### config.mk
export PLATFORM = sky130hd
export DESIGN_NAME = pwp_ctrl
export DESIGN_NICKNAME = d
export VERILOG_FILES = /design/src/design/pwp_pkg.sv /design/src/design/pwp_ctrl.sv
export SDC_FILE = /design/constraint.sdc
export NUM_CORES = 1
export LEC_CHECK = 0
export BUFFER_PORTS_ARGS = -buffer_cell sky130_fd_sc_hd__clkbuf_2
export CAP_MARGIN = 10
export CORE_MARGIN = 2
export CORE_UTILIZATION = 28
export DETAILED_ROUTE_END_ITERATION = 12
export MAX_ROUTING_LAYER = met4
export SYNTH_ARGS = -nofsm -noshare
export SYNTH_HDL_FRONTEND = slang
export SYNTH_SLANG_ARGS = --single-unit
### constraint.sdc
create_clock -name pclk -period 1.8 [get_ports pclk]
set_input_delay 0.09 -clock pclk [delete_from_list [all_inputs] [get_ports pclk]]
set_output_delay 0.09 -clock pclk [all_outputs]
set_load 0.03 [all_outputs]
### src/design/pwp_pkg.sv
// Constants for the peripheral write-protection controller.
// Assumes an APB4 master with 32-bit data and byte strobes.
package pwp_pkg;
	localparam int          ADDR_W        = 8;
	localparam int          DATA_W        = 32;
	localparam int          EV_W          = 4;
	// Register byte offsets
	localparam logic [7:0]  OFF_CLR_C     = 8'h00;
	localparam logic [7:0]  OFF_SET_A     = 8'h04;
	localparam logic [7:0]  OFF_CLR_A     = 8'h08;
	localparam logic [7:0]  OFF_SET_C     = 8'h0C;
	localparam logic [7:0]  OFF_EV_STAT   = 8'h10;
	localparam logic [7:0]  OFF_EV_MASK   = 8'h14;
	// Reset values
	localparam logic [31:0] RST_A         = 32'h00000000;
	localparam logic [31:0] RST_C         = 32'h00800000;
	localparam logic [3:0]  RST_EV        = 4'h0;
	// Bits that carry a peripheral in each group
	localparam logic [31:0] VALID_A       = 32'h0000007E;
	localparam logic [31:0] VALID_C       = 32'h000FFFFE;
	// Group A peripheral positions
	localparam int          POWER_MANAGER_BIT   = 1;
	localparam int          SYSTEM_CONTROL_BIT  = 2;
	localparam int          CLOCK_GENERATOR_BIT = 3;
	localparam int          WATCHDOG_BIT        = 4;
	localparam int          RTC_BIT             = 5;
	localparam int          EXT_INTERRUPT_CTRL_BIT = 6;
	// Group C peripheral positions
	localparam int          EVENT_SYSTEM_BIT    = 1;
	localparam int          SERIAL_UNIT_LSB     = 2;
	localparam int          TIMER_UNIT_LSB      = 8;
	localparam int          ADC_BIT             = 16;
	localparam int          ANALOG_COMPARATOR_BIT = 17;
	localparam int          DAC_BIT             = 18;
	localparam int          TOUCH_CONTROLLER_BIT = 19;
	// Event status bit positions
	localparam int          EV_BLOCKED    = 0;
	localparam int          EV_DBL_SET    = 1;
	localparam int          EV_DBL_CLR    = 2;
	localparam int          EV_UNMAPPED   = 3;
	// Register decode result
	typedef enum logic [2:0] {
		PWP_R_NONE  = 3'b000,
		PWP_R_CLR_C = 3'b001,
		PWP_R_SET_A = 3'b010,
		PWP_R_CLR_A = 3'b011,
		PWP_R_SET_C = 3'b100,
		PWP_R_STAT  = 3'b101,
		PWP_R_MASK  = 3'b110
	} pwp_reg_t;
endpackage

### src/design/pwp_ctrl.sv
// Peripheral write-protection controller: APB4 slave, two protection groups,
// guard port for peripheral writes, event status with mask and interrupt.
// Assumes pclk at 40 MHz, presetn asynchronous active low, guard port on pclk.
//
// Implementation choice: the APB register port.
`timescale 1ns/100ps
`default_nettype none

// Overview of operation
// - Byte, halfword and word accesses complete in one access cycle.
// - Only byte lanes enabled by pstrb are updated.
// - Writing zero to a protection bit leaves its state alone.
// - One to clear side removes protection; read shows 1 when protected.
// - Group A set side at 0x04, reset zero, bits 1-6 named peripherals.
// - Group C clear side at 0x00, reset 0x00800000, bits 1-19 peripherals.
// - Writes to a protected peripheral are dropped and flagged as error.
// - One to set side protects; set and clear sides read identically.
// - Protecting twice or unprotecting twice answers with a bus error.
module pwp_ctrl
	import pwp_pkg::*;
(
	input  wire logic              pclk,
	input  wire logic              presetn,
	input  wire logic              psel,
	input  wire logic              penable,
	input  wire logic              pwrite,
	input  wire logic [ADDR_W-1:0] paddr,
	input  wire logic [DATA_W-1:0] pwdata,
	input  wire logic [3:0]        pstrb,
	output logic      [DATA_W-1:0] prdata,
	output logic                   pready,
	output logic                   pslverr,
	input  wire logic              guard_wr_valid,
	input  wire logic              guard_wr_group,
	input  wire logic [4:0]        guard_wr_bit,
	output logic                   guard_wr_allow,
	output logic                   guard_wr_error,
	output logic                   irq
);

	logic [31:0]       flags_a_q;
	logic [31:0]       flags_c_q;
	logic [EV_W-1:0]   ev_stat_q;
	logic [EV_W-1:0]   ev_mask_q;
	logic [DATA_W-1:0] prdata_q;
	logic              guard_err_q;
	logic [31:0]       lane_mask;
	logic [31:0]       wbits;
	logic [31:0]       wbits_a;
	logic [31:0]       wbits_c;
	pwp_reg_t          reg_sel;
	logic              wr_acc;
	logic              rd_setup;
	logic              dbl_set;
	logic              dbl_clr;
	logic              unmapped;
	logic              wr_ok;
	logic              guard_flag;
	logic [EV_W-1:0]   ev_set;
	logic [EV_W-1:0]   ev_clr;

	// Zero wait states: every access phase completes at once
	assign pready  = 1'b1;
	assign wr_acc  = psel & penable & pwrite;
	assign rd_setup = psel & ~penable & ~pwrite;

	// Expand byte strobes into a bit mask, one lane per strobe
	genvar gl;
	generate
		for (gl = 0; gl < 4; gl++) begin : g_lane
			assign lane_mask[gl*8 +: 8] = {8{pstrb[gl]}};
		end
	endgenerate

	// Only ones in enabled lanes on assigned bits act
	assign wbits   = pwdata & lane_mask;
	assign wbits_a = wbits & VALID_A;
	assign wbits_c = wbits & VALID_C;

	// Address decode; misaligned addresses count as unmapped
	always_comb begin
		if (paddr[1:0] != 2'b00) begin
			reg_sel = PWP_R_NONE;
		end else if (paddr == OFF_CLR_C) begin
			reg_sel = PWP_R_CLR_C;
		end else if (paddr == OFF_SET_A) begin
			reg_sel = PWP_R_SET_A;
		end else if (paddr == OFF_CLR_A) begin
			reg_sel = PWP_R_CLR_A;
		end else if (paddr == OFF_SET_C) begin
			reg_sel = PWP_R_SET_C;
		end else if (paddr == OFF_EV_STAT) begin
			reg_sel = PWP_R_STAT;
		end else if (paddr == OFF_EV_MASK) begin
			reg_sel = PWP_R_MASK;
		end else begin
			reg_sel = PWP_R_NONE;
		end
	end

	// Anything the decode misses, misaligned too, answers with an error
	assign unmapped = (reg_sel == PWP_R_NONE);

	// Double protect or double unprotect of any addressed bit
	always_comb begin
		dbl_set = 1'b0;
		dbl_clr = 1'b0;
		case (reg_sel)
			PWP_R_SET_A: begin
				dbl_set = |(wbits_a & flags_a_q);
			end
			PWP_R_SET_C: begin
				dbl_set = |(wbits_c & flags_c_q);
			end
			PWP_R_CLR_A: begin
				dbl_clr = |(wbits_a & ~flags_a_q);
			end
			PWP_R_CLR_C: begin
				dbl_clr = |(wbits_c & ~flags_c_q);
			end
			default: begin
				dbl_set = 1'b0;
				dbl_clr = 1'b0;
			end
		endcase
	end

	// Erroring write is dropped whole so flow checks see no partial change
	assign wr_ok   = wr_acc & ~dbl_set & ~dbl_clr & ~unmapped;
	assign pslverr = psel & penable & (unmapped | (pwrite & (dbl_set | dbl_clr)));

	// Group A protection flags
	always_ff @(posedge pclk or negedge presetn) begin
		if (!presetn) begin
			flags_a_q <= RST_A & VALID_A;
		end else if (wr_ok && reg_sel == PWP_R_SET_A) begin
			flags_a_q <= flags_a_q | wbits_a;
		end else if (wr_ok && reg_sel == PWP_R_CLR_A) begin
			flags_a_q <= flags_a_q & ~wbits_a;
		end
	end

	// Group C protection flags
	always_ff @(posedge pclk or negedge presetn) begin
		if (!presetn) begin
			flags_c_q <= RST_C & VALID_C;
		end else if (wr_ok && reg_sel == PWP_R_SET_C) begin
			flags_c_q <= flags_c_q | wbits_c;
		end else if (wr_ok && reg_sel == PWP_R_CLR_C) begin
			flags_c_q <= flags_c_q & ~wbits_c;
		end
	end

	// Read data captured in the setup phase; flags cannot move before access
	always_ff @(posedge pclk or negedge presetn) begin
		if (!presetn) begin
			prdata_q <= '0;
		end else if (rd_setup) begin
			case (reg_sel)
				PWP_R_SET_A, PWP_R_CLR_A: begin
					prdata_q <= (flags_a_q & VALID_A) | (RST_A & ~VALID_A);
				end
				PWP_R_SET_C, PWP_R_CLR_C: begin
					prdata_q <= (flags_c_q & VALID_C) | (RST_C & ~VALID_C);
				end
				PWP_R_STAT: begin
					prdata_q <= {{(DATA_W-EV_W){1'b0}}, ev_stat_q};
				end
				PWP_R_MASK: begin
					prdata_q <= {{(DATA_W-EV_W){1'b0}}, ev_mask_q};
				end
				default: begin
					prdata_q <= '0;
				end
			endcase
		end
	end

	// Read data leaves straight from the flop, so no decode glitches reach the bus
	assign prdata = prdata_q;

	// Guard port: a peripheral write is let through only when unprotected
	assign guard_flag     = guard_wr_group ? flags_c_q[guard_wr_bit] : flags_a_q[guard_wr_bit];
	assign guard_wr_allow = guard_wr_valid & ~guard_flag;

	// Error answer to the blocked peripheral write, one cycle later
	always_ff @(posedge pclk or negedge presetn) begin
		if (!presetn) begin
			guard_err_q <= 1'b0;
		end else begin
			guard_err_q <= guard_wr_valid & guard_flag;
		end
	end

	// Registered so the error never loops back into the attempt's own cycle
	assign guard_wr_error = guard_err_q;

	// Events and write-one-to-clear; a new event beats a same-cycle clear
	assign ev_set[EV_BLOCKED]  = guard_wr_valid & guard_flag;
	assign ev_set[EV_DBL_SET]  = wr_acc & dbl_set;
	assign ev_set[EV_DBL_CLR]  = wr_acc & dbl_clr;
	assign ev_set[EV_UNMAPPED] = psel & penable & unmapped;
	assign ev_clr = (wr_acc && reg_sel == PWP_R_STAT) ? wbits[EV_W-1:0] : '0;

	// Sticky status; losing an event to a racing clear would hide it
	always_ff @(posedge pclk or negedge presetn) begin
		if (!presetn) begin
			ev_stat_q <= RST_EV;
		end else begin
			ev_stat_q <= (ev_stat_q & ~ev_clr) | ev_set;
		end
	end

	// Mask register, byte lane 0 only
	always_ff @(posedge pclk or negedge presetn) begin
		if (!presetn) begin
			ev_mask_q <= RST_EV;
		end else if (wr_acc && reg_sel == PWP_R_MASK) begin
			ev_mask_q <= (ev_mask_q & ~lane_mask[EV_W-1:0]) | wbits[EV_W-1:0];
		end
	end

	// Level interrupt while any unmasked event stands
	assign irq = |(ev_stat_q & ev_mask_q);
endmodule

`default_nettype wire

==> impl_metrics.tcl <==
set metrics [dict create \
    fin_crit_ns 2.38 \
    dp_hpwl_um 7900 \
    postRouteWirelength_um 10300 \
    fin_cells 632 \
    cpMaxStageDelayCell "dfrtp_1" \
    cts-htree-levels 2 \
    finalInstanceArea_um2 4520 \
    placed_area_um2 4140 \
    post_drt_wl_per_cell_um 16.4 \
    arrival_ns 2.29 \
    ys_seq_area_share_pct 42.1 \
    crit_buf_inv 3 \
    dieWidth_um 112 \
    fp.dieH_um 112 \
    synth_area_um2 3270 \
    slowest_delay_ns 0.39 \
    p_leak_nw 2.01 \
    syn_area_per_cell_um2 9.17 \
    hp-class "in2reg" \
    max_freq_mhz 420 \
    setup_tns_ns -10.49 \
    grtUsageMet3_pct 2.83 \
    pre_cts_slack_ns -0.353 \
    grt_pass1_vias 3083 \
    cp_top_family "compound AO/OA/AOI/OAI gates" \
    slew_violations 0 \
    synthFlopType "dfrtp_1" \
    path_cells "a222oi_1, nand3_1, a222oi_1, buf_4, o21a_1, buf_6, a21o_1, nand2_2, buf_8" \
    grt_use_met2_pct 26.3 \
    start_util_pct 28.6 \
    worst_hold_slack_ns 0.0370 \
    via_per_inst 5.08 \
    r2r_slack_ns -0.48 \
    critPathKind "reg2out" \
    clockBufferDepth 2 \
    status "finished with violations" \
    ys_ff_latch 55 \
    worstSkewPairLatency_ns 0.29 \
    grt_start_max_net_pins 23 \
    setup_viol 30 \
    worst_ep_required_time_ns 1.71 \
    critPathCaptureType "primary output" \
    synth-edff-count 0 \
    dp_cells 610 \
    fill_cells 1155 \
    setup_ws_ns -0.580 \
    synth_cell_types 43 \
    ios 93 \
    clk_pin_slew_ns 0.07 \
    drc 0 \
    overflow 0 \
    core_um2 11400 \
    layout-drive-gt1-share_pct 39.7 \
    n_antenna_cell 0 \
    drtAntennaViolNets 0 \
    clkSinkCount 55 \
    post-route-period-util_pct 132 \
    path_max_fanout 2 \
    cts_tree "done" \
    synthesis.instances 356 \
    multi_input_area_um2 1780 \
    antenna_found_initial 0 \
    drtIter0Drc 255 \
    die-area_um2 12500 \
    drtPass1Iterations 5 \
    pwr_density_cell_nw_per_um2 599 \
    max-vdd-ir-drop_mv 0.374 \
    hold_viol_final 0 \
    grt_pass1_wl_um 16000 \
    synthArstFlopShare_pct 100 \
    track_usage_pct 16.6 \
    grt_util_met1_pct 22.2 \
    nets 544 \
    ys_warn_count 0 \
    register_area_um2 1380 \
    cts_made_buffers 5 \
    busiest_layer "met2" \
    num_rows 39 \
    port_buffers 67 \
    vias 3213 \
    rsz0062_at_grt "yes" \
    start_kind "flip-flop" \
    path_common_cell "a222oi_1" \
    drv_cap 0 \
    area_growth_pct 38.5 \
    gp_congestion 0.863 \
    finClkSkew_ns 0.00761 \
    cts-root-buf "clkbuf_16" \
    violations "setup timing" \
]
[cell usage after synthesis (2+ instances only)]
cell type	instances	area, um2
a31oi_1	3	18.8
mux2i_1	3	30.0
mux4_2	4	90.1
a22oi_1	19	143
nor2_1	15	56.3
buf_4	13	97.6
clkbuf_1	11	41.3
nand3_1	6	30.0
o22ai_1	13	81.3
nor3_1	2	10.0
nor2b_1	2	12.5
nand2_1	64	240
a21oi_1	2	10.0
a222oi_1	2	20.0
buf_2	4	20.0
a21o_1	27	203
a221oi_1	4	35.0
and2_1	3	18.8
o21ai_0	26	130
mux2_2	22	248
mux2_1	4	45.0
nand4_1	8	50.1
and3_1	4	25.0
dfrtp_1	55	1380
inv_1	19	71.3
o31ai_1	3	22.5
conb_1	2	7.51
[worst paths after layout]
path	startpoint	endpoint	cells past startpoint
setup / recovery	flip-flop	pslverr	9
hold / removal	guard_wr_valid	guard_wr_error$_DFF_PN0_	2
setup reg to reg	flip-flop	flip-flop	9
hold reg to reg	prdata[23]$_DFFE_PN0P_	prdata[23]$_DFFE_PN0P_	2
max in group asynchronous	presetn	async pin	3
min in group asynchronous	presetn	async pin	2
[per-stage QoR]
stage / util, % / power, mW
2_1_floorplan: - / 1.57
3_3_place_gp: 36.3 / 1.75
3_5_place_dp: 36.3 / 1.75
4_1_cts: 38.5 / 2.72
5_1_grt: 39.6 / 2.82
6_report: 39.6 / 2.71
[routing by layer]
metal  share of wire, %  vias to the layer above
met5                  0                        -
met4                1.5                        0
met3                6.3                       13
met2                 48                      115
met1                 44                     1559
li1                   -                     1526
[cell type report]
cell class              instances  share of cell area, %
repair buffers                143                   21.5
well taps                     143                   3.96
multi-input cells             264                   39.4
flip-flops and latches         55                   30.5
clock inverters                 1                  0.111
clock buffers                   7                   2.93
inverters                      19                   1.58
[cell usage in the layout (no fill, tap or decap), drive strengths merged, types with 2 or more instances in the layout]
cell type / count
buf: 77
clkbuf: 72
nand2: 64
dfrtp: 55
a21o: 27
o21ai: 27
mux2: 26
inv: 19
a22oi: 19
nor2: 16
o22ai: 13
conb: 12
nand4: 8
nand3: 6
mux4: 4
a221oi: 4
and3: 4
o31ai: 3
mux2i: 3
a31oi: 3
and2: 3
a222oi: 2
nor3: 2
or2: 2
or3b: 2
nor2b: 2
a21oi: 2
[cell families after synthesis]
family,synth area share [%]
AOI/OAI and AO/OA,21.6
buffers and inverters,7.05
and+or+nand+nor,16.1
other,0.230
muxes,12.6
DFF,42.1
xor gates and xnor gates,0.268
[power by group]
group	switching [mW]	internal, mW
clock	0.438	0.516
sequential	0.0153	1.26
combinational	0.295	0.182
[what timing repair did]
| action | in CTS | in global routing |
|---|---|---|
| buffers inserted | 7 | 7 |
| hold buffers | 1 | 0 |
| setup endpoints to repair | 34 | 36 |
| gates cloned | 1 | 0 |
| resized for setup | 17 | 22 |
| pin swaps | 9 | 13 |
| hold endpoints to repair | 17 | 0 |
Note: power is estimated with default switching activity, not from simulation.
